$ cat src/verilog/banked_regs.svh
`ifndef BANKED_REGS_SVH
`define BANKED_REGS_SVH
// Mode field encodings
`define MODE_USR 5'h10
`define MODE_FIQ 5'h11
`define MODE_IRQ 5'h12
`define MODE_SVC 5'h13
`define MODE_ABT 5'h17
`define MODE_UND 5'h1B
`define MODE_SYS 5'h1F
// Register numbers
`define REG_FIQ_FIRST 4'h8
`define REG_SP 4'hD
`define REG_LR 4'hE
`define REG_PC 4'hF
`define REG_LOW_TOP 4'h7
// Status word layout
`define SW_MODE_LSB 0
`define SW_MODE_MSB 4
`define SW_TBIT 5
`define SW_RESET 32'h000000D3
// Program counter alignment masks, reset value and step sizes
`define PC_MASK_WIDE 32'hFFFFFFFC
`define PC_MASK_NARROW 32'hFFFFFFFE
`define PC_RESET 32'h00000000
`define PC_STEP_WIDE 32'h00000004
`define PC_STEP_NARROW 32'h00000002
`endif

$ cat src/verilog/banked_pkg.sv
package banked_pkg;
  typedef enum logic [2:0] {
    BANK_USR, BANK_FIQ, BANK_IRQ, BANK_SVC, BANK_ABT, BANK_UND
  } bank_t;
  typedef enum logic [1:0] {
    REQ_NONE, REQ_DATA_ABORT, REQ_PREFETCH_ABORT, REQ_UNDEF
  } exc_t;
endpackage : banked_pkg

$ cat src/verilog/banked_mode_register_file.sv
`timescale 1ns/1ns
`include "banked_regs.svh"
module banked_mode_register_file #(
  parameter int DATA_W = 32
) (
  // Clock and reset
  input wire logic ref_clk,
  input wire logic resetn,
  // Read ports
  input wire logic [3:0] rd_a_idx,
  output logic [DATA_W-1:0] rd_a_data,
  input wire logic [3:0] rd_b_idx,
  output logic [DATA_W-1:0] rd_b_data,
  // High register access allowed in narrow state
  input wire logic hi_access,
  // Write port
  input wire logic wr_en,
  input wire logic [3:0] wr_idx,
  input wire logic [DATA_W-1:0] wr_data,
  // Program counter update
  input wire logic pc_wr_en,
  input wire logic [DATA_W-1:0] pc_wr_data,
  // Branch-and-link
  input wire logic branch_and_link,
  // Status word writes
  input wire logic cur_sw_wr_en,
  input wire logic [DATA_W-1:0] cur_sw_wr_data,
  input wire logic saved_sw_wr_en,
  input wire logic [DATA_W-1:0] saved_sw_wr_data,
  // Exceptions
  input wire banked_pkg::exc_t exc_req,
  input wire logic [DATA_W-1:0] exc_return,
  // Status outputs
  output logic [DATA_W-1:0] current_status_word,
  output logic [DATA_W-1:0] saved_status_word,
  output logic [DATA_W-1:0] pc_out,
  output logic privileged,
  output logic narrow_state,
  output logic illegal_access
);

  // ------------------------------------------------------------
  // Storage
  // ------------------------------------------------------------
  logic [DATA_W-1:0] shared_q [0:14];
  logic [DATA_W-1:0] fiq_q [8:14];
  logic [DATA_W-1:0] sp_q [2:5];
  logic [DATA_W-1:0] lr_q [2:5];
  logic [DATA_W-1:0] pc_q;
  logic [DATA_W-1:0] current_status_word_q;
  logic [DATA_W-1:0] saved_status_word_q [1:5];

  logic [4:0] mode;
  banked_pkg::bank_t bank;
  banked_pkg::bank_t ex_bank;
  logic [4:0] ex_mode;
  logic mode_ok;
  logic [4:0] new_mode;
  logic sys_ok;

  assign mode = current_status_word_q[`SW_MODE_MSB:`SW_MODE_LSB];
  assign narrow_state = current_status_word_q[`SW_TBIT];

  // ------------------------------------------------------------
  // Bank selection
  // ------------------------------------------------------------
  // mode decode
  always_comb begin
    mode_ok = 1'b1;
    if (mode == `MODE_FIQ) begin
      bank = banked_pkg::BANK_FIQ;
    end else if (mode == `MODE_IRQ) begin
      bank = banked_pkg::BANK_IRQ;
    end else if (mode == `MODE_SVC) begin
      bank = banked_pkg::BANK_SVC;
    end else if (mode == `MODE_ABT) begin
      bank = banked_pkg::BANK_ABT;
    end else if (mode == `MODE_UND) begin
      bank = banked_pkg::BANK_UND;
    end else if (mode == `MODE_USR || mode == `MODE_SYS) begin
      bank = banked_pkg::BANK_USR;
    end else begin
      bank = banked_pkg::BANK_USR;
      mode_ok = 1'b0;
    end
  end

  assign privileged = mode_ok && (mode != `MODE_USR);

  always_comb begin
    case (exc_req)
      banked_pkg::REQ_DATA_ABORT,
      banked_pkg::REQ_PREFETCH_ABORT: begin
        ex_mode = `MODE_ABT;
        ex_bank = banked_pkg::BANK_ABT;
      end
      banked_pkg::REQ_UNDEF: begin
        ex_mode = `MODE_UND;
        ex_bank = banked_pkg::BANK_UND;
      end
      default: begin
        ex_mode = mode;
        ex_bank = bank;
      end
    endcase
  end

  assign new_mode = cur_sw_wr_data[`SW_MODE_MSB:`SW_MODE_LSB];
  assign sys_ok = (new_mode != `MODE_SYS) || privileged;

  // ------------------------------------------------------------
  // Read path
  // ------------------------------------------------------------
  function automatic logic [DATA_W-1:0] read_reg(input logic [3:0] idx);
    logic [DATA_W-1:0] v;
    v = '0;
    if (idx == `REG_PC) begin
      v = pc_q & (narrow_state ? `PC_MASK_NARROW : `PC_MASK_WIDE);
    end else if (bank == banked_pkg::BANK_FIQ && idx >= `REG_FIQ_FIRST) begin
      v = fiq_q[idx];
    end else if (bank != banked_pkg::BANK_USR && idx == `REG_SP) begin
      v = sp_q[bank];
    end else if (bank != banked_pkg::BANK_USR && idx == `REG_LR) begin
      v = lr_q[bank];
    end else begin
      v = shared_q[idx];
    end
    return v;
  endfunction : read_reg

  function automatic logic blocked(input logic [3:0] idx);
    return narrow_state && !hi_access && idx > `REG_LOW_TOP &&
           idx != `REG_SP && idx != `REG_LR && idx != `REG_PC;
  endfunction : blocked

  // shared narrow aliases
  // Process, not assign: the calls read storage that is no argument
  always_comb begin
    rd_a_data = blocked(rd_a_idx) ? '0 : read_reg(rd_a_idx);
    rd_b_data = blocked(rd_b_idx) ? '0 : read_reg(rd_b_idx);
    illegal_access = blocked(rd_a_idx) || blocked(rd_b_idx) ||
                     (wr_en && blocked(wr_idx)) || !mode_ok;
    pc_out = read_reg(`REG_PC);
  end
  assign current_status_word = current_status_word_q;
  assign saved_status_word = (bank == banked_pkg::BANK_USR) ? '0 :
                             saved_status_word_q[bank];

  // ------------------------------------------------------------
  // Write path
  // ------------------------------------------------------------
  logic gpr_we;
  logic bl_we;
  logic [DATA_W-1:0] pc_step;
  always_comb begin
    gpr_we = wr_en && !blocked(wr_idx) && wr_idx != `REG_PC;
  end
  assign bl_we = branch_and_link && exc_req == banked_pkg::REQ_NONE;
  assign pc_step = narrow_state ? `PC_STEP_NARROW : `PC_STEP_WIDE;

  always_ff @(posedge ref_clk) begin
    if (!resetn) begin
      for (int i = 0; i < 15; i++) shared_q[i] <= '0;
      for (int i = 8; i < 15; i++) fiq_q[i] <= '0;
      for (int i = 2; i < 6; i++) begin
        sp_q[i] <= '0;
        lr_q[i] <= '0;
      end
    end else begin
      if (gpr_we) begin
        if (bank == banked_pkg::BANK_FIQ && wr_idx >= `REG_FIQ_FIRST) begin
          fiq_q[wr_idx] <= wr_data;
        end else if (bank != banked_pkg::BANK_USR && wr_idx == `REG_SP) begin
          sp_q[bank] <= wr_data;
        end else if (bank != banked_pkg::BANK_USR && wr_idx == `REG_LR) begin
          lr_q[bank] <= wr_data;
        end else begin
          shared_q[wr_idx] <= wr_data;
        end
      end
      if (bl_we) begin
        if (bank == banked_pkg::BANK_FIQ) begin
          fiq_q[`REG_LR] <= pc_q + pc_step;
        end else if (bank != banked_pkg::BANK_USR) begin
          lr_q[bank] <= pc_q + pc_step;
        end else begin
          shared_q[`REG_LR] <= pc_q + pc_step;
        end
      end
      if (exc_req != banked_pkg::REQ_NONE) begin
        lr_q[ex_bank] <= exc_return;
      end
    end
  end

  always_ff @(posedge ref_clk) begin
    if (!resetn) begin
      pc_q <= `PC_RESET;
    end else if (pc_wr_en) begin
      pc_q <= pc_wr_data;
    end else if (wr_en && wr_idx == `REG_PC) begin
      pc_q <= wr_data;
    end
  end

  always_ff @(posedge ref_clk) begin
    if (!resetn) begin
      current_status_word_q <= `SW_RESET;
    end else if (exc_req != banked_pkg::REQ_NONE) begin
      current_status_word_q[`SW_MODE_MSB:`SW_MODE_LSB] <= ex_mode;
      current_status_word_q[`SW_TBIT] <= 1'b0;
    end else if (cur_sw_wr_en && sys_ok) begin
      current_status_word_q <= cur_sw_wr_data;
    end
  end

  always_ff @(posedge ref_clk) begin
    if (!resetn) begin
      for (int i = 1; i < 6; i++) saved_status_word_q[i] <= '0;
    end else if (exc_req != banked_pkg::REQ_NONE) begin
      saved_status_word_q[ex_bank] <= current_status_word_q;
    end else if (saved_sw_wr_en && bank != banked_pkg::BANK_USR) begin
      saved_status_word_q[bank] <= saved_sw_wr_data;
    end
  end
endmodule : banked_mode_register_file

$ cat config.mk
export PLATFORM = sky130hd
export DESIGN_NAME = banked_mode_register_file
export DESIGN_NICKNAME = d
export VERILOG_FILES = /design/src/verilog/banked_pkg.sv /design/src/verilog/banked_mode_register_file.sv
export VERILOG_INCLUDE_DIRS = /design/src /design/src/verilog
export SDC_FILE = /design/constraint.sdc
export NUM_CORES = 2
export LEC_CHECK = 0
export ABC_AREA = 0
export BUFFER_PORTS_ARGS = -buffer_cell sky130_fd_sc_hd__buf_2
export CAP_MARGIN = 20
export CORE_AREA = 2 2 488 345
export CTS_BUF_LIST = sky130_fd_sc_hd__clkbuf_4 sky130_fd_sc_hd__clkbuf_8 sky130_fd_sc_hd__clkbuf_16
export DETAILED_ROUTE_END_ITERATION = 6
export DIE_AREA = 0 0 490 347
export SKIP_LAST_GASP = 1
export SYNTH_ARGS = -nofsm -noshare
export SYNTH_HDL_FRONTEND = slang
export SYNTH_SLANG_ARGS = --single-unit
$ cat constraint.sdc
create_clock -name ref_clk -period 5.5 [get_ports ref_clk]
set_input_delay 0.275 -clock ref_clk [delete_from_list [all_inputs] [get_ports ref_clk]]
set_output_delay 0.275 -clock ref_clk [all_outputs]
set_load 0.1 [all_outputs]
==> qor.yml <==
slowest_stage: "nor3_4"
p_per_area_nw_per_um2: 314
synth-seq-area-share_pct: 56.0
ys_ff_latch: 1248
fin_skew_ps: 37.3
die_x_um: 490
power_frac_comb_pct: 17.4
crit_arrival_ps: 4830
rsz0062_at_grt: "no"
status: "completed"
fin_crit_ps: 5110
setup_viol: 0
synthArstFlopShare_pct: 0
dp_slack_ps: 1420
h-tree-depth: 3
track_usage_pct: 27.3
hold_violations: 0
die_y_um: 347
fill_cells: 14549
tritoncts: "done"
synth_top_family_by_area: "multiplexers"
reg2reg_depth: 8
portBuffers: 343
slowest_delay_ps: 920
drive_above_1_share_pct: 23.8
grt_pass1_vias: 44681
root_buffer: "clkbuf_16"
synth_compound_area_share_pct: 7.06
grt.busiest_layer: "met2"
crit_path_start_kind: "flop"
worstHoldPathType: "in2reg"
grt_max_degree: 97
met3_usage_pct: 6.12
die_area_um2: 170000
ys_types: 95
crit_path_max_fanout: 18
power_frac_clock_pct: 35.9
drv_slew: 0
drt_iter0_drc: 7072
relSlewSlack_pct: 14.4
numCtsBuffers: 118
drtPass1Iterations: 7
worstSetupPathType: "reg2out"
ir_worst_vdd_uv: 274
start_util_pct: 39.9
postRouteAntennaNets: 0
gr-usage-met1_pct: 40.0
worstMarginPinSlew_ps: 1250
area_delta_synth_final_pct: 14.7
path_cells: "and2_1 -> a311o_4 -> nand3_2 -> nor3_4 -> buf_4 -> a221oi_1 -> a21oi_1 -> buf_2"
p_int_mw: 16.7
wl_per_cell_um: 31.4
finalPower_mw: 23.7
end_kind: "primary output"
grtUsageMet2_pct: 40.1
vias: 46656
synth_mux_area_share_pct: 18.4
grt_pass1_wl_mm: 336
setup_ws_ps: 394
clock.fmax_mhz: 196
final.period_utilization_pct: 92.8
dp_hpwl_mm: 161
cts_buffer_depth: 3
drc: 0
yosysWarnings: 0
gp_congestion: 1.02
wl_mm: 238
seqPwrFrac_pct: 46.7
required_ps: 5220
placementRows: 125
min_path_cells: 1
coreArea_um2: 165000
fin_setup_tns_ps: 0
clk_pin_slew_ps: 70
maxCapViolCount: 0
clock_latency_ps: 770
ioPinCount: 345
gr-total-overflow: 0
syn_avg_cell_area_um2: 13.3
power.share.switching_pct: 29.6
post_cts_resized: 0
p_switching_mw: 7.01
utilization_pct: 45.7
postSynthCellCount: 4949
nets: 5435
netlist_area_um2: 65800
synth_flop_cell: "edfxtp_1"
synthAdderAreaFrac_pct: 0.0685
cts.sinks: 1248
viasPerCell: 6.15
synth_enable_flop_cells: 1184
synth-simple-area-share_pct: 14.1
leakage_nw: 28.2
synth_xor_area_share_pct: 0.386
grt_antenna_before_repair: 19
[power by group through the flow]
stage / logic (mW) / registers [mW] / clock network, mW
final: 4.12 / 11.1 / 8.50
after global placement: 3.97 / 11.2 / 0
after detailed placement: 3.97 / 11.3 / 0
after global routing: 4.23 / 11.1 / 8.90
after CTS: 4.07 / 11.1 / 8.53
after floorplan: 2.66 / 11.2 / 0
[cell usage after synthesis, drive strengths merged, types with 4 or more instances]
cell type	count	area [µm²]
and4	7	61.3
buf	217	1350
mux2i	235	2350
dfxtp	64	1280
nand2	348	1310
and3	141	892
nor4	13	96.3
o221a	25	282
mux4	407	9260
o211ai	9	67.6
and2	782	4890
nand2b	14	87.6
nor2	217	822
a221oi	29	254
o22ai	51	319
o21a	21	158
o32ai	5	43.8
edfxtp	1184	35600
o22a	5	43.8
or2	9	56.3
a22oi	30	225
a311o	4	50.1
inv	10	37.5
o2111ai	5	50.0
nand4	15	93.8
o21ai	296	1490
a22o	6	52.6
mux2	46	518
nor3	74	418
o31ai	13	116
xor2	17	149
a21oi	143	716
a31oi	8	56.3
nand3	36	200
a222oi	32	320
o221ai	6	52.6
xnor2	12	105
nor2b	33	206
a211oi	16	145
clkbuf	321	1210
[layer usage]
metal	wire [µm]	vias up	share of wire, %
met4	8630	4	3.6
met5	27	-	0.011
met2	104000	3187	43
li1	-	19298	-
met3	29100	416	12
met1	96900	23751	41
[worst paths after layout]
kind,start,to,slack (ps)
setup / recovery,current_status_word[1]$_SDFFE_PN1P_,rd_a_data[16],390
hold / removal,wr_data[3],shared_q[15][3]$_DFFE_PP_,30
setup reg to reg,current_status_word[5]$_SDFFE_PP0P_,fiq_q[14][30]$_DFFE_PP_,1540
hold reg to reg,current_status_word[15]$_SDFFE_PN0P_,current_status_word[15]$_SDFFE_PN0P_,550
[through the flow]
step,hold slack [ps],std cells,area (µm²)
after floorplan,374,5013,66100
after CTS,0.362,7573,75400
after global routing,34.7,7581,75400
final,31.6,7589,75500
after detailed placement,501,7211,70100
after global placement,495,7210,70100
[layout by cell type, fill, tap and decap left out, drive strengths merged, types with 21 or more instances in the layout]
master       instances
a21oi              143
a221oi              29
a222oi              32
a22oi               30
and2               782
and3               141
buf                516
clkbuf             149
clkinv              61
conb                65
dfxtp               64
dlygate4sd3        137
edfxtp            1184
mux2                46
mux2i              235
mux4               407
nand2              348
nand3               36
nor2               217
nor2b               33
nor3                74
o21a                21
o21ai              296
o221a               25
o22ai               51
[critical path: cells and delay by family (launching register included)]
| family | cells | cell delay (ps) |
|---|---|---|
| AOI/OAI and AO/OA | 3 | 1070 |
| buffers and inverters | 2 | 900 |
| DFF | 1 | 620 |
| and+or+nand+nor | 3 | 1470 |
[cell families (layout without fill, tap and decap cells)]
logic type | Yosys count | count (layout)
and+or+nand+nor | 1704 | 1704
DFF | 1248 | 1248
AOI/OAI and AO/OA | 727 | 727
muxes | 688 | 688
buffers and inverters | 549 | 891
xor gates and xnor gates | 29 | 29
adders and majority gates | 3 | 3
other | 1 | 77
[cell type report]
cell class / instances / area [µm²] / share of cell area (%)
Sequential cell: 1248 / 36800 / 48.8
Multi-Input combinational cell: 3216 / 27100 / 35.9
Tap cell: 2222 / 2780 / 3.68
Inverter: 11 / 43.8 / 0.0580
Timing Repair Buffer: 655 / 4800 / 6.36
Clock inverter: 78 / 679 / 0.900
Clock buffer: 147 / 3240 / 4.29
Antenna cell: 12 / 30.0 / 0.0398
[timing repair]
item,in CTS,in global routing
setup endpoints to repair,0,0
hold buffers,137,0
endpoints found under the hold margin,291,0
buffers inserted,0,0
[sequential cells by signal, indices dropped and copies added (netlist names)]
name / flops
fiq_q: 256
lr_q: 128
sp_q: 128
shared_q: 512
saved_status_word_q: 160
current_status_word: 32
pc_q: 32
(Power assumes the default switching activity.)
